## src/rtl/ursf_pkg.sv

```systemverilog
// Package of the receive status block: register map, field positions, timing and carrier types.
// Assumes a 32-bit AXI4-Lite register bus and a 25 MHz clock.
package ursf_pkg;
  localparam int unsigned CLK_HZ = 25000000;
  localparam int unsigned BAUD_DEFAULT = 115200;
  localparam int unsigned OVERSAMPLE = 16;
  localparam int unsigned FIFO_DEPTH = 4;
  localparam int unsigned DATA_W = 9;

  localparam logic [7:0] ADDR_STATUS = 8'h00;
  localparam logic [7:0] ADDR_DATA = 8'h04;
  localparam logic [7:0] ADDR_CONFIG = 8'h08;
  localparam logic [7:0] ADDR_IRQ_STATUS = 8'h0C;
  localparam logic [7:0] ADDR_IRQ_CLEAR = 8'h10;
  localparam logic [7:0] ADDR_IRQ_ENABLE = 8'h14;
  localparam logic [7:0] ADDR_BAUD_DIV = 8'h18;

  localparam int unsigned BIT_DATA_AVAIL = 0;
  localparam int unsigned BIT_OVERRUN = 1;
  localparam int unsigned BIT_FRAMING = 2;
  localparam int unsigned BIT_PARITY = 3;
  localparam int unsigned BIT_IDLE = 4;
  localparam int unsigned BIT_ADDR_EN = 5;

  localparam int unsigned CFG_NINE_BIT = 0;
  localparam int unsigned CFG_PAR_EN = 1;
  localparam int unsigned CFG_PAR_ODD = 2;
  localparam int unsigned CFG_RX_EN = 3;
  localparam logic [3:0] CFG_RESET = 4'h8;

  localparam int unsigned IRQ_RX_DATA = 0;
  localparam int unsigned IRQ_ERROR = 1;
  localparam int unsigned IRQ_ADDR = 2;
  localparam int unsigned IRQ_W = 3;

  localparam int unsigned DIV_DEFAULT = CLK_HZ / (BAUD_DEFAULT * OVERSAMPLE);
  localparam logic [15:0] DIV_RESET = 16'(DIV_DEFAULT);
  localparam logic [1:0] RESP_OKAY = 2'h0;
  localparam logic [1:0] RESP_SLVERR = 2'h2;

  typedef struct packed {
    logic addr_flag;
    logic parity_err;
    logic framing_err;
    logic [DATA_W-1:0] data;
  } ursf_char_t;

  typedef struct packed {
    logic nine_bit;
    logic par_en;
    logic par_odd;
    logic rx_en;
  } ursf_cfg_t;
endpackage : ursf_pkg

```

## src/rtl/ursf_fifo.sv

```systemverilog
// Four-deep receive character queue with its error tags stored beside each character.
// Assumes one write and one read per cycle at most; flush wins over both.
`timescale 1ns/1ps
module ursf_fifo #(
  parameter int unsigned DEPTH = ursf_pkg::FIFO_DEPTH
) (
  // Clock and reset
  input wire logic aclk,
  input wire logic aresetn,
  // Control
  input wire logic flush,
  // Write side
  input wire logic wr_en,
  input wire ursf_pkg::ursf_char_t wr_char,
  // Read side
  input wire logic rd_en,
  output ursf_pkg::ursf_char_t head_char,
  output logic empty,
  output logic full
);
  import ursf_pkg::*;
  localparam int unsigned PW = $clog2(DEPTH);
  ursf_char_t mem_ff [DEPTH];
  logic [PW-1:0] wptr_ff;
  logic [PW-1:0] rptr_ff;
  logic [PW:0] count_ff;
  logic do_wr;
  logic do_rd;

  assign do_wr = wr_en && !full;
  assign do_rd = rd_en && !empty;
  assign empty = (count_ff == '0);
  assign full = (count_ff == (PW+1)'(DEPTH));
  assign head_char = mem_ff[rptr_ff];

  always_ff @(posedge aclk) begin
    if (do_wr) begin
      mem_ff[wptr_ff] <= wr_char;
    end
  end

  always_ff @(posedge aclk) begin
    if (!aresetn || flush) begin
      wptr_ff <= '0;
      rptr_ff <= '0;
      count_ff <= '0;
    end else begin
      if (do_wr) begin
        wptr_ff <= (wptr_ff == PW'(DEPTH-1)) ? '0 : wptr_ff + 1'b1;
      end
      if (do_rd) begin
        rptr_ff <= (rptr_ff == PW'(DEPTH-1)) ? '0 : rptr_ff + 1'b1;
      end
      count_ff <= count_ff + (PW+1)'(do_wr) - (PW+1)'(do_rd);
    end
  end
endmodule : ursf_fifo

```

## src/rtl/ursf_rx_shift.sv

```systemverilog
// Receive shift register: start detect, 16x sampling, data, parity and stop check.
// Assumes rx_sync already passed a two-flop synchroniser and tick is a one-cycle 16x enable.
`timescale 1ns/1ps
module ursf_rx_shift (
  // Clock and reset
  input wire logic aclk,
  input wire logic aresetn,
  // Control
  input wire logic tick,
  input wire logic abort,
  input wire ursf_pkg::ursf_cfg_t cfg,
  input wire logic rx_sync,
  // Result
  output logic busy,
  output logic done,
  output ursf_pkg::ursf_char_t char_out
);
  import ursf_pkg::*;
  typedef enum logic [2:0] {
    ST_IDLE = 3'b000,
    ST_START = 3'b001,
    ST_DATA = 3'b010,
    ST_PAR = 3'b011,
    ST_STOP = 3'b100
  } ursf_rx_st_t;
  ursf_rx_st_t st_ff;
  logic [3:0] os_ff;
  logic [3:0] bit_ff;
  logic [DATA_W-1:0] sh_ff;
  logic par_ff;
  logic mid;
  logic [3:0] nbits;

  assign mid = tick && (os_ff == 4'hF);
  assign nbits = cfg.nine_bit ? 4'h9 : 4'h8;
  assign busy = (st_ff != ST_IDLE);

  always_ff @(posedge aclk) begin
    if (!aresetn || abort || !cfg.rx_en) begin
      st_ff <= ST_IDLE;
      os_ff <= 4'h0;
      bit_ff <= 4'h0;
      sh_ff <= '0;
      par_ff <= 1'b0;
      done <= 1'b0;
      char_out <= '0;
    end else begin
      done <= 1'b0;
      if (tick) begin
        os_ff <= os_ff + 4'h1;
      end
      unique case (st_ff)
        ST_IDLE: begin
          if (!rx_sync) begin
            st_ff <= ST_START;
            os_ff <= 4'h8;
          end
        end
        ST_START: begin
          if (mid) begin
            st_ff <= rx_sync ? ST_IDLE : ST_DATA;
            bit_ff <= 4'h0;
            sh_ff <= '0;
            par_ff <= 1'b0;
          end
        end
        ST_DATA: begin
          if (mid) begin
            sh_ff <= cfg.nine_bit ? {rx_sync, sh_ff[DATA_W-1:1]} : {1'b0, rx_sync, sh_ff[DATA_W-2:1]};
            par_ff <= par_ff ^ rx_sync;
            bit_ff <= bit_ff + 4'h1;
            if (bit_ff == nbits - 4'h1) begin
              st_ff <= (cfg.par_en && !cfg.nine_bit) ? ST_PAR : ST_STOP;
            end
          end
        end
        ST_PAR: begin
          if (mid) begin
            par_ff <= par_ff ^ rx_sync ^ cfg.par_odd;
            st_ff <= ST_STOP;
          end
        end
        ST_STOP: begin
          if (mid) begin
            st_ff <= ST_IDLE;
            done <= 1'b1;
            char_out.data <= sh_ff;
            char_out.framing_err <= !rx_sync;
            char_out.parity_err <= cfg.par_en && !cfg.nine_bit && par_ff;
            char_out.addr_flag <= cfg.nine_bit && sh_ff[DATA_W-1];
          end
        end
        default: begin
          st_ff <= ST_IDLE;
        end
      endcase
    end
  end
endmodule : ursf_rx_shift

```

## src/rtl/ursf_top.sv

```systemverilog
// Receive status and address-detect block of an asynchronous serial receiver behind AXI4-Lite.
// Assumes rx_pin is asynchronous to aclk and software services the queue over the bus.
// Assumes one write and one read at most in flight, and a master that waits for every ready.
//
// Behaviour
// RULE_01: Address detect only in nine-bit mode.
// RULE_02: Idle flag high unless character in progress.
// RULE_03: Parity flag describes queue head character.
// RULE_04: Framing flag describes queue head character.
// RULE_05: Overrun sticky, cleared only by software.
// RULE_06: Clearing overrun flushes queue and shifter.
// RULE_07: Data available while queue holds characters.
// RULE_08: Receive queue is four characters deep.
// RULE_09: One error interrupt for all receiver errors.
// RULE_10: On overrun drop character, stop loading.
//
// Design decisions made here: the AXI4-Lite slave port and the register offsets.
`timescale 1ns/1ps
module ursf_top #(
  parameter int unsigned DEPTH = ursf_pkg::FIFO_DEPTH
) (
  // Clock and reset
  input wire logic aclk,
  input wire logic aresetn,
  // Serial line
  input wire logic rx_pin,
  // AXI4-Lite write address
  input wire logic [7:0] s_axi_awaddr,
  input wire logic s_axi_awvalid,
  output logic s_axi_awready,
  // AXI4-Lite write data
  input wire logic [31:0] s_axi_wdata,
  input wire logic [3:0] s_axi_wstrb,
  input wire logic s_axi_wvalid,
  output logic s_axi_wready,
  // AXI4-Lite write response
  output logic [1:0] s_axi_bresp,
  output logic s_axi_bvalid,
  input wire logic s_axi_bready,
  // AXI4-Lite read address
  input wire logic [7:0] s_axi_araddr,
  input wire logic s_axi_arvalid,
  output logic s_axi_arready,
  // AXI4-Lite read data
  output logic [31:0] s_axi_rdata,
  output logic [1:0] s_axi_rresp,
  output logic s_axi_rvalid,
  input wire logic s_axi_rready,
  // Interrupts
  output logic irq,
  output logic error_irq
);
  import ursf_pkg::*;

  logic rx_meta_ff;
  logic rx_sync_ff;
  logic [15:0] div_cnt_ff;
  logic [15:0] baud_div_ff;
  logic tick_ff;
  ursf_cfg_t cfg_ff;
  logic address_detect_enable_ff;
  logic overrun_error_flag_ff;
  logic [IRQ_W-1:0] irq_status_ff;
  logic [IRQ_W-1:0] irq_enable_ff;
  logic [7:0] awaddr_ff;
  logic aw_held_ff;
  logic [31:0] wdata_ff;
  logic [3:0] wstrb_ff;
  logic w_held_ff;
  logic flush_ff;

  logic rx_busy;
  logic rx_done;
  ursf_char_t rx_char;
  ursf_char_t head_char;
  logic fifo_empty;
  logic fifo_full;
  logic accept_char;
  logic overrun_event;
  logic wr_fire;
  logic rd_fire;
  logic data_pop;
  logic clear_overrun;
  logic [IRQ_W-1:0] irq_events;
  logic [IRQ_W-1:0] irq_clear;
  logic [31:0] rd_word;
  logic rd_ok;
  logic wr_ok;
  logic [31:0] status_word;

  // The first synchroniser flop feeds only the second.
  always_ff @(posedge aclk) begin
    if (!aresetn) begin
      rx_meta_ff <= 1'b1;
      rx_sync_ff <= 1'b1;
    end else begin
      rx_meta_ff <= rx_pin;
      rx_sync_ff <= rx_meta_ff;
    end
  end

  // Sixteen-times sampling enable from the programmable divider.
  always_ff @(posedge aclk) begin
    if (!aresetn) begin
      div_cnt_ff <= 16'h0000;
      tick_ff <= 1'b0;
    end else if (div_cnt_ff >= baud_div_ff) begin
      div_cnt_ff <= 16'h0000;
      tick_ff <= 1'b1;
    end else begin
      div_cnt_ff <= div_cnt_ff + 16'h0001;
      tick_ff <= 1'b0;
    end
  end

  ursf_rx_shift u_shift (
    .aclk(aclk),
    .aresetn(aresetn),
    .tick(tick_ff),
    .abort(flush_ff), // RULE_06
    .cfg(cfg_ff),
    .rx_sync(rx_sync_ff),
    .busy(rx_busy),
    .done(rx_done),
    .char_out(rx_char)
  );

  ursf_fifo #(
    .DEPTH(DEPTH) // RULE_08
  ) u_fifo (
    .aclk(aclk),
    .aresetn(aresetn),
    .flush(flush_ff), // RULE_06
    .wr_en(accept_char),
    .wr_char(rx_char),
    .rd_en(data_pop),
    .head_char(head_char),
    .empty(fifo_empty),
    .full(fifo_full)
  );

  // In address-detect mode only address characters enter the queue.
  logic addr_gate;
  assign addr_gate = !(address_detect_enable_ff && cfg_ff.nine_bit) ||
                     rx_char.addr_flag; // RULE_01
  // Loading stops while overrun stands, so the queue keeps the older characters.
  // A character finishing during the flush goes with the queue and sets no overrun.
  assign accept_char = rx_done && addr_gate && !fifo_full &&
                       !overrun_error_flag_ff && !flush_ff; // RULE_10
  assign overrun_event = rx_done && addr_gate && fifo_full &&
                         !overrun_error_flag_ff && !flush_ff; // RULE_10

  // Bus handshakes: address and data are taken independently and held until both are present.
  assign wr_fire = aw_held_ff && w_held_ff && !s_axi_bvalid;
  assign rd_fire = s_axi_arvalid && s_axi_arready;
  assign rd_ok = (s_axi_araddr[1:0] == 2'h0) && (s_axi_araddr <= ADDR_BAUD_DIV);
  assign wr_ok = (awaddr_ff[1:0] == 2'h0) && (awaddr_ff <= ADDR_BAUD_DIV);
  assign data_pop = rd_fire && (s_axi_araddr == ADDR_DATA);
  assign clear_overrun = wr_fire && (awaddr_ff == ADDR_STATUS) && wstrb_ff[0] &&
                         !wdata_ff[BIT_OVERRUN] && overrun_error_flag_ff; // RULE_06
  assign irq_clear = (wr_fire && (awaddr_ff == ADDR_IRQ_CLEAR) && wstrb_ff[0]) ?
                     wdata_ff[IRQ_W-1:0] : '0;

  always_ff @(posedge aclk) begin
    if (!aresetn) begin
      aw_held_ff <= 1'b0;
      awaddr_ff <= 8'h00;
      s_axi_awready <= 1'b0;
    end else if (s_axi_awvalid && s_axi_awready) begin
      aw_held_ff <= 1'b1;
      awaddr_ff <= s_axi_awaddr;
      s_axi_awready <= 1'b0;
    end else if (wr_fire) begin
      aw_held_ff <= 1'b0;
      s_axi_awready <= 1'b0;
    end else begin
      s_axi_awready <= !aw_held_ff && !s_axi_bvalid;
    end
  end

  always_ff @(posedge aclk) begin
    if (!aresetn) begin
      w_held_ff <= 1'b0;
      wdata_ff <= 32'h00000000;
      wstrb_ff <= 4'h0;
      s_axi_wready <= 1'b0;
    end else if (s_axi_wvalid && s_axi_wready) begin
      w_held_ff <= 1'b1;
      wdata_ff <= s_axi_wdata;
      wstrb_ff <= s_axi_wstrb;
      s_axi_wready <= 1'b0;
    end else if (wr_fire) begin
      w_held_ff <= 1'b0;
      s_axi_wready <= 1'b0;
    end else begin
      s_axi_wready <= !w_held_ff && !s_axi_bvalid;
    end
  end

  // The answer waits for both halves of the write, whichever came first.
  always_ff @(posedge aclk) begin
    if (!aresetn) begin
      s_axi_bvalid <= 1'b0;
      s_axi_bresp <= RESP_OKAY;
    end else if (wr_fire) begin
      s_axi_bvalid <= 1'b1;
      s_axi_bresp <= wr_ok ? RESP_OKAY : RESP_SLVERR;
    end else if (s_axi_bready) begin
      s_axi_bvalid <= 1'b0;
    end
  end

  // Writable configuration, address-detect enable, interrupt enable and divider.
  always_ff @(posedge aclk) begin
    if (!aresetn) begin
      // The reset word is in register order, the reverse of the field order.
      cfg_ff <= ursf_cfg_t'({CFG_RESET[CFG_NINE_BIT], CFG_RESET[CFG_PAR_EN], CFG_RESET[CFG_PAR_ODD],
                             CFG_RESET[CFG_RX_EN]});
      address_detect_enable_ff <= 1'b0;
      irq_enable_ff <= '0;
      baud_div_ff <= DIV_RESET;
    end else if (wr_fire && wstrb_ff[0]) begin
      if (awaddr_ff == ADDR_STATUS) begin
        address_detect_enable_ff <= wdata_ff[BIT_ADDR_EN];
      end
      if (awaddr_ff == ADDR_CONFIG) begin
        cfg_ff <= ursf_cfg_t'({wdata_ff[CFG_NINE_BIT], wdata_ff[CFG_PAR_EN], wdata_ff[CFG_PAR_ODD],
                               wdata_ff[CFG_RX_EN]});
      end
      if (awaddr_ff == ADDR_IRQ_ENABLE) begin
        irq_enable_ff <= wdata_ff[IRQ_W-1:0];
      end
      if (awaddr_ff == ADDR_BAUD_DIV) begin
        baud_div_ff <= wdata_ff[15:0];
      end
    end
  end

  // Overrun is set by hardware only; a fresh overrun beats a clear in the same cycle.
  always_ff @(posedge aclk) begin
    if (!aresetn) begin
      overrun_error_flag_ff <= 1'b0;
    end else if (overrun_event) begin
      overrun_error_flag_ff <= 1'b1; // RULE_05
    end else if (clear_overrun) begin
      overrun_error_flag_ff <= 1'b0; // RULE_05
    end
  end

  // Flush is a registered pulse one cycle after the clearing write.
  // It also aborts a frame in progress, so the shifter restarts empty.
  always_ff @(posedge aclk) begin
    if (!aresetn) begin
      flush_ff <= 1'b0;
    end else begin
      flush_ff <= clear_overrun; // RULE_06
    end
  end

  // Interrupt events; the error event covers parity, framing and overrun alike.
  assign irq_events[IRQ_RX_DATA] = accept_char;
  assign irq_events[IRQ_ERROR] = overrun_event ||
                                 (accept_char && (rx_char.parity_err || rx_char.framing_err)); // RULE_09
  assign irq_events[IRQ_ADDR] = accept_char && rx_char.addr_flag;

  // Set beats clear, so an event in the clearing cycle is not lost.
  always_ff @(posedge aclk) begin
    if (!aresetn) begin
      irq_status_ff <= '0;
    end else begin
      irq_status_ff <= (irq_status_ff & ~irq_clear) | irq_events;
    end
  end

  // Both lines come from flops, so a decode never glitches them.
  always_ff @(posedge aclk) begin
    if (!aresetn) begin
      irq <= 1'b0;
      error_irq <= 1'b0;
    end else begin
      irq <= |(irq_status_ff & irq_enable_ff);
      error_irq <= irq_status_ff[IRQ_ERROR] && irq_enable_ff[IRQ_ERROR]; // RULE_09
    end
  end

  // Error flags read zero on an empty queue, whose head slot is stale.
  always_comb begin
    status_word = 32'h00000000;
    status_word[BIT_ADDR_EN] = address_detect_enable_ff;
    status_word[BIT_IDLE] = !rx_busy; // RULE_02
    status_word[BIT_PARITY] = !fifo_empty && head_char.parity_err; // RULE_03
    status_word[BIT_FRAMING] = !fifo_empty && head_char.framing_err; // RULE_04
    status_word[BIT_OVERRUN] = overrun_error_flag_ff;
    status_word[BIT_DATA_AVAIL] = !fifo_empty; // RULE_07
  end

  // Register map, byte offsets.
  // 0x00: b0 data available, b1 overrun, b2 framing,
  //   b3 parity, b4 idle, b5 address detect enable.
  //   Writing 0 to a set b1 clears it and flushes.
  // 0x04: head character; the read pops it.
  // 0x08: b0 nine-bit, b1 parity, b2 odd, b3 enable.
  // 0x0C: events b0 char, b1 error, b2 address.
  // 0x10: event clear, write ones; reads zero.
  // 0x14: event enable, same layout.
  // 0x18: a tick every divider plus one clocks.
  // Other offsets answer with a slave error.
  always_comb begin
    rd_word = 32'h00000000;
    unique case (s_axi_araddr)
      ADDR_STATUS: rd_word = status_word;
      ADDR_DATA: rd_word = fifo_empty ? 32'h00000000 : {23'h000000, head_char.data};
      ADDR_CONFIG: rd_word = {28'h0000000, cfg_ff.rx_en, cfg_ff.par_odd, cfg_ff.par_en, cfg_ff.nine_bit};
      ADDR_IRQ_STATUS: rd_word = {29'h00000000, irq_status_ff};
      ADDR_IRQ_ENABLE: rd_word = {29'h00000000, irq_enable_ff};
      ADDR_BAUD_DIV: rd_word = {16'h0000, baud_div_ff};
      default: rd_word = 32'h00000000;
    endcase
  end

  // The read address opens on alternate idle cycles; a master must wait for arready.
  always_ff @(posedge aclk) begin
    if (!aresetn) begin
      s_axi_arready <= 1'b0;
      s_axi_rvalid <= 1'b0;
      s_axi_rdata <= 32'h00000000;
      s_axi_rresp <= RESP_OKAY;
    end else if (rd_fire) begin
      s_axi_arready <= 1'b0;
      s_axi_rvalid <= 1'b1;
      s_axi_rdata <= rd_word;
      s_axi_rresp <= rd_ok ? RESP_OKAY : RESP_SLVERR;
    end else if (s_axi_rvalid) begin
      s_axi_arready <= 1'b0;
      if (s_axi_rready) begin
        s_axi_rvalid <= 1'b0;
      end
    end else begin
      s_axi_arready <= !s_axi_arready;
    end
  end
endmodule : ursf_top

```

## config.mk

```make
export PLATFORM = sky130hd
export DESIGN_NAME = ursf_top
export DESIGN_NICKNAME = d
export VERILOG_FILES = /design/src/rtl/ursf_pkg.sv /design/src/rtl/ursf_fifo.sv /design/src/rtl/ursf_rx_shift.sv /design/src/rtl/ursf_top.sv
export SDC_FILE = /design/constraint.sdc
export NUM_CORES = 1
export LEC_CHECK = 0
export ABC_AREA = 1
export BUFFER_PORTS_ARGS = -buffer_cell sky130_fd_sc_hd__buf_2
export CELL_PAD_IN_SITES_DETAIL_PLACEMENT = 1
export CELL_PAD_IN_SITES_GLOBAL_PLACEMENT = 2
export CORE_ASPECT_RATIO = 0.7
export CORE_MARGIN = 1
export CORE_UTILIZATION = 25
export CTS_CLUSTER_DIAMETER = 200
export DETAILED_ROUTE_END_ITERATION = 7
export GPL_ROUTABILITY_DRIVEN = 0
export GPL_TIMING_DRIVEN = 0
export PLACE_DENSITY = 0.67
export SLEW_MARGIN = 20
export SYNTH_ARGS = -nofsm -noshare
export SYNTH_HDL_FRONTEND = slang
export SYNTH_HIERARCHICAL = 1
export SYNTH_SLANG_ARGS = --single-unit
```

## constraint.sdc

```tcl
create_clock -name aclk -period 4.01 [get_ports aclk]
set_input_delay 0.802 -clock aclk [delete_from_list [all_inputs] [get_ports aclk]]
set_output_delay 0.802 -clock aclk [all_outputs]
set_load 0.05 [all_outputs]
```

# [After elaboration in Yosys (flattened, before gate mapping)]
# Memory sizes are Yosys's and may differ from the RTL's. A register that Yosys moved wholly into a read port is not among the register bits.
# Index checks and enable logic that the tools add are counted.
[op_classes] n_lt_le_gt_ge=3 n_div=0 reduce_logical=83 n_eq_ne=24 n_mul=0 addsub=8 n_mux=47 bitwise=8 shift=0
[op_table] op="case mux 16 bit (6 select lines)" count=1
[op_table] op="== test 8 x 5 -> 1 bit, second input constant" count=5
[op_table] op="logical AND 1 bit" count=36
[op_table] op="two-way mux 9 bit" count=4
[op_table] op="== test 8 x 4 -> 1 bit, second input constant" count=3
[op_table] op="two-way mux 3 bit" count=8
[op_table] op="two-way mux 4 bit" count=5
[op_table] op="two-way mux 1 bit" count=18
[op_table] op="case mux 9 bit (2 select lines)" count=1
[op_table] op="adder 16 x 1 -> 16 bit, second input constant" count=1
[op_table] op=">= comparator 16 bit" count=1
[op_table] op="less-or-equal comparator 8 x 5 -> 1 bit, second input constant" count=2
[op_table] op="logical NOT 8 bit" count=2
[op_table] op="logical NOT 1 bit" count=15
[op_table] op="case mux 3 bit (5 select lines)" count=1
[op_table] op="two-way mux 2 bit" count=7
[op_table] op="OR reduction 3 bit" count=4
[op_table] op="inequality test 2 x 1 -> 1 bit, second input constant" count=5
[op_table] op="AND reduction 2 bit" count=5
[op_table] op="nonzero test 2 bit" count=5
[op_table] op="adder 4 x 1 -> 4 bit, second input constant" count=2
[op_table] op="== test 8 x 3 -> 1 bit, second input constant" count=1
[op_table] op="case mux 4 bit (2 select lines)" count=1
[op_table] op="bitwise AND 3 bit" count=2
[op_table] op="other kinds (24)" count=38
[word_totals] elab_cells=216 ramBits=48 mem_count=1 output_inout_bits=43 latch_bits=0 mem_bits_ro=0 input_bits=60 register_bits=159
[memory_table] memory="u_fifo.mem_ff" words=4 width=12 rd=1 rd_ports_with_merged_regs=1 write_ports=1 line="ursf_fifo.sv:23" text="ursf_char_t mem_ff [DEPTH];"

# [Logic depth before layout (Yosys ltp)]
# Gate-level depths: netlist of the first run.
[depth] depth_word=10 depth_mapped=14 mapped_depth_nobuf=14

# [Modules after synthesis]
# Netlist of the first run, hierarchy kept.
[modules_own_cells] mod="ursf_top" cells_each=621 area_each_um2=4630.7 instances=1
[modules_own_cells] mod="ursf_fifo" cells_each=190 area_each_um2=2296.0 instances=1
[modules_own_cells] mod="ursf_rx_shift" cells_each=200 area_each_um2=1487.7 instances=1

# [Worst setup path after synthesis of the first run]
# No wires, ideal clock.
[synth_path] kind="input to register" from="input s_axi_araddr[5]" to="register u_fifo.count_ff[1]" arrival_time_ns=2.543 setup_slack_ns=1.357 stages=13 setup_ns=0.110 n_path_buf=0 required_ns=3.900 cell_sequence="inv_1 -> nand2_1 -> nor2_4 -> nand2_1 -> nor2_1 -> inv_1 -> nor2_1 -> ha_1 -> inv_1 -> ha_1 -> fa_1 -> inv_1 -> nor2_1"
[synth_via] elab_chain_cells=4
[synth_rtl] item="start: declaration" line="ursf_top.sv:41" text="input wire logic [7:0] s_axi_araddr,"
[synth_rtl] item="== test 8 x 3 -> 1 bit" line="ursf_top.sv:158" text="assign data_pop = rd_fire && (s_axi_araddr == ADDR_DATA);"
[synth_rtl] item="logical AND 1 bit" line="ursf_top.sv:158"
[synth_rtl] item="net data_pop" line="ursf_top.sv:82" text="logic data_pop;"
[synth_rtl] item="logical AND 1 bit" line="ursf_fifo.sv:31" text="assign do_rd = rd_en && !empty;"
[synth_rtl] item="subtractor 3 x 1 -> 3 bit" line="ursf_fifo.sv:54" text="count_ff <= count_ff + (PW+1)'(do_wr) - (PW+1)'(do_rd);"
[synth_rtl] item="end signal: assignment" line="ursf_fifo.sv:54"
[synth_rtl] item="end: declaration" line="ursf_fifo.sv:26" text="logic [PW:0] count_ff;"
# The timed path passes the listed nets, and every way through them passes these cells.
# A chain may end at the register's enable or synchronous reset.

# [Worst setup path after layout of the first run]
[layout_path] from="input s_axi_araddr[3]" to="register u_fifo.count_ff[1]"
# The elaborated chain is that of the path after synthesis.

==> results of run 1 <==
==> worst max path at each step <==
stage | to | depth (start not counted)
3_3_place_gp | u_fifo/count_ff[1]$_SDFF_PP0_ | 14
3_5_place_dp | u_fifo/count_ff[1]$_SDFF_PP0_ | 14
5_1_grt | u_fifo/count_ff[1]$_SDFF_PP0_ | 14
6_report | u_fifo/count_ff[1]$_SDFF_PP0_ | 14
2_1_floorplan | u_fifo/count_ff[1]$_SDFF_PP0_ | 13
4_1_cts | u_fifo/count_ff[1]$_SDFF_PP0_ | 14
==> cell usage in the layout (no fill, tap or decap), drive strengths merged, types with 13 or more instances in the layout <==
master / n
nor2: 164
nand2: 149
ha: 26
conb: 18
buf: 97
edfxtp: 44
o21ai: 107
dfxtp: 143
nand3: 54
inv: 125
clkbuf: 35
o22ai: 13
a21oi: 84
xor2: 13
==> cell type report <==
type                            instances  area [um^2]
Multi-Input combinational cell        664         3402
Clock inverter                         15        153.9
Fill cell                            3828        22630
Sequential cell                       187         4184
Buffer                                 50        312.8
Clock buffer                           17        425.4
Inverter                              118        445.4
Timing Repair Buffer                   65        325.3
Tap cell                              427        534.3
==> flip-flops by register name (all words and copies together) (netlist names), 2 cells and up, named ones only <==
name and cells:
s_axi_rdata 16, div_cnt_ff 16, u_shift/st_ff 3, u_shift/char_out 12, u_shift/sh_ff 9, wdata_ff 16, u_fifo/count_ff 3, u_fifo/mem_ff 44
awaddr_ff 8, u_fifo/rptr_ff 2, baud_div_ff 16, irq_status_ff 3, irq_enable_ff 3, u_shift/os_ff 4, u_shift/bit_ff 4, cfg_ff 4
u_fifo/wptr_ff 2
==> critical path, stage by stage <==
cell     delay, ns
buf_2         0.11
inv_1         0.11
nand2_1       0.06
nor2_1        0.26
nand2_1       0.19
nor2_1        0.44
inv_1         0.08
nor2_1        0.12
ha_1          0.24
inv_1         0.06
ha_1          0.15
fa_1          0.40
inv_1         0.06
nor2_1        0.04
==> metrics by stage <==
| step | hold WS [ns] | cells | setup WS (ns) | cell area (um^2) | utilization |
|---|---|---|---|---|---|
| detailed placement | 0.4084 | 1511 | 0.7232 | 9199 | 0.2838 |
| finish | 0.4227 | 1543 | 1.216 | 9783 | 0.3018 |
| CTS | 0.4263 | 1543 | 1.198 | 9778 | 0.3017 |
| global route | 0.4440 | 1543 | 0.9888 | 9783 | 0.3018 |
| floorplan | 0.3925 | 1019 | 1.357 | 8334 | - |
| global placement | 0.3996 | 1511 | 0.7641 | 9194 | 0.2837 |
==> power by group through the flow <==
stage / registers [mW] / logic [mW] / clock network (mW)
3_3_place_gp: 2.05 / 0.460 / 0
4_1_cts: 2.01 / 0.468 / 1.75
2_1_floorplan: 2.08 / 0.303 / 0
5_1_grt: 2.01 / 0.524 / 1.83
3_5_place_dp: 2.05 / 0.468 / 0
6_report: 2.01 / 0.464 / 1.70
==> layer usage <==
| layer | track usage | part of all wire | vias up |
|---|---|---|---|
| met3 | 0.03441 | 0.040 | 8 |
| met2 | 0.2114 | 0.41 | 65 |
| li1 | - | - | 3446 |
| met5 | 0 | 0 | - |
| met4 | 0.02877 | 0.0050 | 0 |
| met1 | 0.2213 | 0.54 | 3130 |
==> impl_metrics.csv, run 1 <==
group,metric,value,unit
pwr,p_leak,3.990,nW
critical_path,cp_max_fo,8,
timing,finalSetupViolations,0,
pwr,pwr-share-clk,0.407,
synth,syn_area,0.008270,mm^2
final_layout,area_growth_syn_to_layout,18.29,%
global_routing,grt_antenna_before_repair,0,
floorplanning,rows,55,
placed_design,portBuffers,65,
placed_design,dp.final_hpwl,18130,um
clocking,postCtsResizedCells,0,
floorplanning,die_y,154.2,um
clocking,clk_latency,0.45,ns
detailed_routing,drt_wl_total,23560,um
clocking,holdBufCountCts,0,
timing,report.final.slew_viol_count,0,
pwr,switching_share,0.2858,
pwr,ir_drop,0.1808,mV
final_layout,nets,1190,
pwr,power_density,426.1,mW/mm^2
global_routing,grt_usage,0.1472,
global_routing,grt_pass1_wl,37740,um
critical_path,start_kind,"primary input",
pwr,power_switching,1.191,mW
critical_path,cp-end-kind,"flip-flop",
floorplanning,die_x,219.4,um
hold_path,min_from,"rx_meta_ff$_SDFF_PN1_",
hold_path,hold_path_end,"rx_sync_ff$_SDFF_PN1_",
detailed_routing,drtIter0Drc,291,
detailed_routing,post_drt_wl_per_cell,15.27,um
timing,slew_headroom,0.5040,
synth,synth_warnings,6,
clocking,cts_tree,"done",
floorplanning,die_area,0.03382,mm^2
critical_path,crit_type,"in -> reg",
detailed_routing,vias,6649,
pwr,cell_internal_pwr,2.977,mW
synth,synthCells,1002,
critical_path,cp-startpoint,"s_axi_araddr[3]",
pwr,seqPwrFrac,0.482,
pwr,power.share.combinational,0.111,
timing,worst_slew_pin_slew,0.7433,ns
clocking,htree_levels,4,
clocking,clkSinkCount,187,
timing,rsz0062_at_grt,"no",
timing,setup_tns,0,ns
job,drv_cap,0,
timing,max_freq,358.0,MHz
detailed_routing,ant_nets,0,
critical_path,crit_arrival,3.13,ns
global_routing,grt_pass1_vias,6790,
timing,finalCriticalPeriod,2.794,ns
timing,clock_skew,0.01119,ns
hold_path,worstHoldPathCells,1,
detailed_routing,firstDrtPassIters,4,
floorplanning,core-area,0.03241,mm^2
critical_path,rrSetupSlack,1.37,ns
critical_path,rr_endpoint,"u_fifo/count_ff[2]$_SDFF_PP0_",
synth,post_synth.cell_area_avg,8.254,um^2
clocking,post_cts_buffers,0,
global_routing,gr-total-overflow,0,
floorplanning,initial_utilization,0.2552,
timing,finalHoldViolCount,0,
global_routing,grt_max_degree,19,
detailed_routing,drc_errors,0,
critical_path,crit_required,4.35,ns
final_layout,insertedDiodeCount,0,
floorplanning,io_pins,103,
clocking,path_clk_slew,0.07,ns
final_layout,layout-drive-gt1-share,0.1541,
detailed_routing,avgViaCountPerCell,4.309,
critical_path,r2r_cells,13,
clocking,cts_inserted_buffers,17,
clocking,clockBufferDepth,2,
critical_path,r2r-start,"u_fifo/count_ff[0]$_SDFF_PP0_",
pwr,power.total,4.169,mW
clocking,clockRootBuffer,"clkbuf_16",
hold_path,hold_path.class,"reg -> reg",
timing,fin_crit_sh,0.6967,
run_status,status,"complete, no violations",
Note: power is estimated with default switching activity, not from simulation.
==> run 2, diff against run 1 <==
PLACE_DENSITY = 0.7   (was 0.67)
clock period = 2.5 ns   (was 4.01 ns; I/O delays follow)
==> run 2 against run 1 <==
Via count increased by 0.38%. Register-to-register slack got worse by 1.2 ns. Clock-buffer cell count grew 1. Critical path depth did not move. Non-clock buffer count rose by 4. Die area is the same. Critical path type is now reg -> reg. Hold slack worse by 0.19 ns. Critical endpoint is now u_fifo/count_ff[2]$_SDFF_PP0_. Sequential power grew 60%. Sequential share of layout area decreased by 0.28 points. Largest power group unchanged. Largest cell class unchanged. Clock power rose by 65%. Highest routed layer unchanged. Power rose by 63%.
==> impl_metrics.csv, run 2 (synthesis gave the netlist of run 1 again) <==
group,metric,value,unit
final_layout,regMostFlops,"u_fifo/mem_ff",
timing,finalSetupViolations,0,
critical_path,cp_max_fo,6,
timing,setup_tns,0,ns
final_layout,nets,1194,
floorplanning,die_y,154.2,um
critical_path,critPathBufInv,4,
detailed_routing,drtIter0Drc,297,
final_layout,final_cell_mix,"nor2_1 (149), nand2_1 (142), dfxtp_1 (141), inv_1 (110), o21ai_0 (85)",
timing,worst_slew_pin_slew,1.043,ns
critical_path,crit_slowest_cell,"fa_1",
clocking,htree_levels,4,
pwr,power_density,687.6,mW/mm^2
timing,finalCriticalPeriod,2.304,ns
job,drv_cap,0,
placed_design,dp_worst_setup_slack,-0.4654,ns
detailed_routing,firstDrtPassIters,4,
critical_path,crit_arrival,2.69,ns
critical_path,crit_type,"reg -> reg",
timing,fin_hold_ws,0.2327,ns
detailed_routing,vias,6674,
clocking,clk_latency,0.45,ns
timing,setup_slack,0.1956,ns
floorplanning,rows,55,
run_status,status,"complete, no violations",
pwr,pwr-share-clk,0.415,
hold_path,hold_path.class,"in -> reg",
final_layout,largest_reg_flops,44,
clocking,clockBufferDepth,2,
pwr,ir_drop,0.2855,mV
floorplanning,initial_utilization,0.2552,
critical_path,crit_required,2.88,ns
detailed_routing,avgViaCountPerCell,4.311,
detailed_routing,drc_errors,0,
critical_path,worstPathCellList,"nor2_1, nand2_2, inv_2, inv_1, nand3_2, inv_4, nand2_2, ha_1, inv_1, ha_1, fa_1, nand3_1, nand2_1, nor2_1",
floorplanning,die_area,0.03382,mm^2
final_layout,layout_commonest_cell,"nor2_1",
pwr,power_switching,1.888,mW
clocking,path_clk_slew,0.07,ns
clocking,clkSinkCount,187,
timing,rsz0062_at_grt,"no",
global_routing,grt_pass1_wl,37030,um
timing,slew_headroom,0.3018,
clocking,cts_tree,"done",
clocking,clockRootBuffer,"clkbuf_16",
placed_design,dp.final_hpwl,18220,um
global_routing,gr-total-overflow,0,
final_layout,layout-drive-gt1-share,0.1616,
global_routing,grt_antenna_before_repair,0,
pwr,seqPwrFrac,0.476,
critical_path,start_kind,"flip-flop",
timing,fin_crit_sh,0.9217,
placed_design,portBuffers,65,
timing,max_freq,434.0,MHz
detailed_routing,ant_nets,0,
global_routing,grt_max_degree,18,
critical_path,max_stage_delay,0.38,ns
timing,report.final.slew_viol_count,0,
detailed_routing,drt_wl_total,23540,um
floorplanning,io_pins,103,
pwr,p_leak,4.012,nW
detailed_routing,post_drt_wl_per_cell,15.21,um
floorplanning,die_x,219.4,um
critical_path,path_delay_family,"adder cells",
pwr,switching_share,0.2786,
floorplanning,core-area,0.03241,mm^2
critical_path,cp-end-kind,"flip-flop",
placed_design,post-place-cells,1511,
pwr,power.total,6.775,mW
final_layout,area_growth_syn_to_layout,19.14,%
timing,clock_skew,0.009039,ns
global_routing,grt_usage,0.1449,
timing,finalHoldViolCount,0,
final_layout,final_cells,1548,
global_routing,grt_pass1_vias,6687,
pwr,power.share.combinational,0.109,
clocking,cts_inserted_buffers,17,
pwr,cell_internal_pwr,4.888,mW
==> run 2: cell count changes in the layout (fill, tap and decap cells not counted), sizes merged <==
cell,previous run,this run
buf,97,101
diode,0,1
clkbuf,35,36
bufinv,1,2
inv,125,123
==> run 2: area by class of cell <==
class / count / area (um^2)
inverter: 118 / 447.9
sequential: 187 / 4187
fill: 3859 / 22560
timing repair buffer: 69 / 355.3
tap: 427 / 534.3
clock inverter: 14 / 160.2
buffer: 50 / 312.8
multi-input combinational: 664 / 3415
clock buffer: 18 / 439.2
antenna: 1 / 2.502
==> run 2: power by group through the flow <==
stage	clock (mW)	combinational [mW]	sequential (mW)
5_1_grt	3.01	0.843	3.24
4_1_cts	2.90	0.750	3.22
3_5_place_dp	0	0.748	3.29
3_3_place_gp	0	0.738	3.29
2_1_floorplan	0	0.486	3.33
6_report	2.81	0.738	3.22
==> run 2: worst paths after layout <==
path                                       from                             to  slack (ns)  depth (start not counted)
hold / removal                           rx_pin          rx_meta_ff$_SDFF_PN1_        0.23                          2
setup reg to reg  u_fifo/count_ff[0]$_SDFF_PP0_  u_fifo/count_ff[2]$_SDFF_PP0_        0.20                         14
setup / recovery  u_fifo/count_ff[0]$_SDFF_PP0_  u_fifo/count_ff[2]$_SDFF_PP0_        0.20                         14
hold reg to reg           rx_meta_ff$_SDFF_PN1_          rx_sync_ff$_SDFF_PN1_        0.42                          1
==> run 2: per-stage QoR <==
| stage | instance area [um^2] | utilization |
|---|---|---|
| after floorplan | 8334 | - |
| after global placement | 9194 | 0.2837 |
| after detailed placement | 9194 | 0.2837 |
| after CTS | 9798 | 0.3023 |
| after global routing | 9851 | 0.3039 |
| final | 9853 | 0.3040 |
==> run 2: worst register-to-register path, cell delays in order (launching register included) <==
cell and delay, ns:
dfxtp_1 0.35, nor2_1 0.07, nand2_2 0.14, inv_2 0.08, inv_1 0.07, nand3_2 0.10, inv_4 0.12, nand2_2 0.12
ha_1 0.29, inv_1 0.04, ha_1 0.18, fa_1 0.38, nand3_1 0.10, nand2_1 0.06, nor2_1 0.13
==> run 2: timing repair <==
| action | CTS | global route |
|---|---|---|
| setup endpoints to repair | 46 | 24 |
| hold endpoints to repair | 0 | 0 |
| resized for setup | 3 | 8 |
| hold buffers | 0 | 0 |
| buffers inserted | 0 | 4 |
| pin swaps | 0 | 2 |
==> run 2: per-layer routing <==
layer	vias up	share of wire	track usage
met4	0	0.013	0.04299
met1	3140	0.54	0.2165
li1	3443	-	-
met3	22	0.038	0.03147
met5	-	0	0
met2	69	0.41	0.2049
==> run 3, diff against run 2 <==
CTS_BUF_LIST = sky130_fd_sc_hd__clkbuf_4 sky130_fd_sc_hd__clkbuf_8   (was unset)
==> run 3 against run 2 <==
Combinational power is essentially flat. Via count is essentially flat. Power shrank 10%. Cell count is the same. Non-clock buffer count is the same. Clock skew grew 0.0052 ns. Sequential cell count is the same. Global-route usage shrank 0.15 points. Largest cell class unchanged.
==> impl_metrics.csv, run 3 (synthesis gave the netlist of run 1 again) <==
group,metric,value,unit
floorplanning,io_pins,103,
timing,setup_tns,0,ns
clocking,clk_latency,0.50,ns
job,drv_cap,0,
global_routing,grt_pass1_wl,36800,um
placed_design,dp.final_hpwl,18220,um
final_layout,multi_input_area,0.003415,mm^2
critical_path,start_kind,"flip-flop",
global_routing,grt_max_degree,18,
placed_design,post-place-cells,1511,
final_layout,nets,1194,
detailed_routing,firstDrtPassIters,4,
final_layout,final_cells,1548,
timing,slew_headroom,0.2892,
final_layout,largest_reg_flops,44,
final_layout,regMostFlops,"u_fifo/mem_ff",
hold_path,min_from,"rx_pin",
global_routing,top_usage_layer,"met1",
critical_path,crit_arrival,2.74,ns
critical_path,crit_required,2.93,ns
detailed_routing,ant_nets,0,
pwr,power_density,629.3,mW/mm^2
timing,finalCriticalPeriod,2.308,ns
run_status,status,"complete, no violations",
critical_path,rrSetupSlack,0.19,ns
placed_design,placed_area,0.009194,mm^2
timing,worst_slew_pin_slew,1.062,ns
clocking,htree_levels,4,
global_routing,grt_antenna_before_repair,0,
global_routing,gr-total-overflow,0,
final_layout,layout-drive-gt1-share,0.1616,
floorplanning,die_x,219.4,um
clocking,path_clk_slew,0.10,ns
timing,clock_skew,0.01421,ns
global_routing,use_met2,0.2031,
critical_path,r2r_cells,14,
final_layout,final_cell_mix,"nor2_1 (149), nand2_1 (142), dfxtp_1 (141), inv_1 (110), o21ai_0 (85)",
detailed_routing,drtIter0Drc,363,
timing,max_freq,433.3,MHz
detailed_routing,avgViaCountPerCell,4.315,
pwr,p_leak,3.925,nW
final_layout,area_growth_syn_to_layout,16.82,%
floorplanning,core-area,0.03241,mm^2
floorplanning,rows,55,
final_layout,nFillCells,3883,
clocking,cts_tree,"done",
final_layout,seqCellArea,0.004187,mm^2
pwr,ir_drop,0.2904,mV
detailed_routing,vias,6679,
final_layout,layout_commonest_cell,"nor2_1",
global_routing,met1_usage,0.2153,
floorplanning,die_area,0.03382,mm^2
pwr,power.total,6.080,mW
timing,report.final.slew_viol_count,0,
clocking,clkSinkCount,187,
timing,finalHoldViolCount,0,
timing,finalSetupViolations,0,
timing,fin_crit_sh,0.9232,
critical_path,r2r-start,"u_fifo/count_ff[0]$_SDFF_PP0_",
hold_path,hold_path.class,"in -> reg",
global_routing,grt_usage,0.1434,
final_layout,fin_area,0.009662,mm^2
critical_path,cp-end-kind,"flip-flop",
hold_path,hold_path_end,"rx_meta_ff$_SDFF_PN1_",
global_routing,grt_util_met3,0.03382,
placed_design,portBuffers,65,
clocking,clockBufferDepth,2,
floorplanning,die_y,154.2,um
detailed_routing,post_drt_wl_per_cell,15.11,um
clocking,clockRootBuffer,"clkbuf_8",
global_routing,grt_pass1_vias,6700,
detailed_routing,drt_wl_total,23400,um
timing,rsz0062_at_grt,"no",
critical_path,crit_type,"reg -> reg",
hold_path,worstHoldPathCells,2,
detailed_routing,drc_errors,0,
floorplanning,initial_utilization,0.2552,
critical_path,cp_max_fo,6,
clocking,cts_inserted_buffers,17,
critical_path,rr_endpoint,"u_fifo/count_ff[2]$_SDFF_PP0_",
clocking,holdBufCountCts,0,
==> run 3: cell count changes in the layout (fill, tap and decap cells not counted) <==
cell	change
clkbuf_8	+17
clkbuf_16	-17
==> run 3: per-stage QoR <==
step	setup WS, ns	hold slack (ns)	util
floorplan	0.1489	0.3925	-
global placement	-0.3890	0.3985	0.2837
detailed placement	-0.4654	0.4029	0.2837
CTS	0.03963	0.1471	0.2965
global route	0.006364	0.1555	0.2980
finish	0.1920	0.1906	0.2981
==> run 3: final cells by class <==
type | instances | share of cell area
clock inverters | 14 | 0.01658
plain buffers | 50 | 0.03238
multi-input cells | 664 | 0.3534
inverters | 118 | 0.04636
well taps | 427 | 0.05530
diodes | 1 | 0.0002590
flip-flops and latches | 187 | 0.4333
clock buffers | 18 | 0.02564
repair buffers | 69 | 0.03678
==> run 3: metal layers <==
metal  part of all wire  up-vias
li1                   -     3443
met1               0.55     3163
met2               0.41       67
met3              0.035        6
met4             0.0060        0
met5                  0        -
==> run 3: power breakdown <==
group | leakage [nW] | switching (mW) | internal (mW) | total [mW]
combinational | 2.26 | 0.530 | 0.208 | 0.737
clock | 0.201 | 1.18 | 0.938 | 2.12
sequential | 1.46 | 0.0676 | 3.16 | 3.22
total | 3.92 | 1.78 | 4.30 | 6.08
==> run 3: worst max path at each step <==
stage	start	endpoint	slack [ns]	cells past startpoint
floorplan	s_axi_araddr[5]	u_fifo/count_ff[1]$_SDFF_PP0_	0.15	13
global placement	s_axi_araddr[5]	u_fifo/count_ff[1]$_SDFF_PP0_	-0.39	14
detailed placement	s_axi_araddr[5]	u_fifo/count_ff[2]$_SDFF_PP0_	-0.47	15
CTS	u_fifo/count_ff[1]$_SDFF_PP0_	u_fifo/mem_ff[3][10]$_DFFE_PP_	0.04	8
global route	u_fifo/count_ff[0]$_SDFF_PP0_	u_fifo/count_ff[2]$_SDFF_PP0_	0.006	14
finish	u_fifo/count_ff[0]$_SDFF_PP0_	u_fifo/count_ff[2]$_SDFF_PP0_	0.19	14
==> run 3: what timing repair did <==
item | in CTS | in global routing
endpoints found under the setup margin | 46 | 24
setup buffers | 0 | 4
resized for setup | 4 | 7
cloned | 0 | 0
pin swaps | 0 | 2
==> run 3: worst max-delay path: stages (launching register included) <==
cell     delay [ns]
dfxtp_1        0.36
nor2_1         0.07
nand2_2        0.13
inv_2          0.08
inv_1          0.07
nand3_2        0.10
inv_4          0.12
nand2_2        0.12
ha_1           0.30
inv_1          0.04
ha_1           0.18
fa_1           0.38
nand3_1        0.09
nand2_1        0.06
nor2_1         0.12
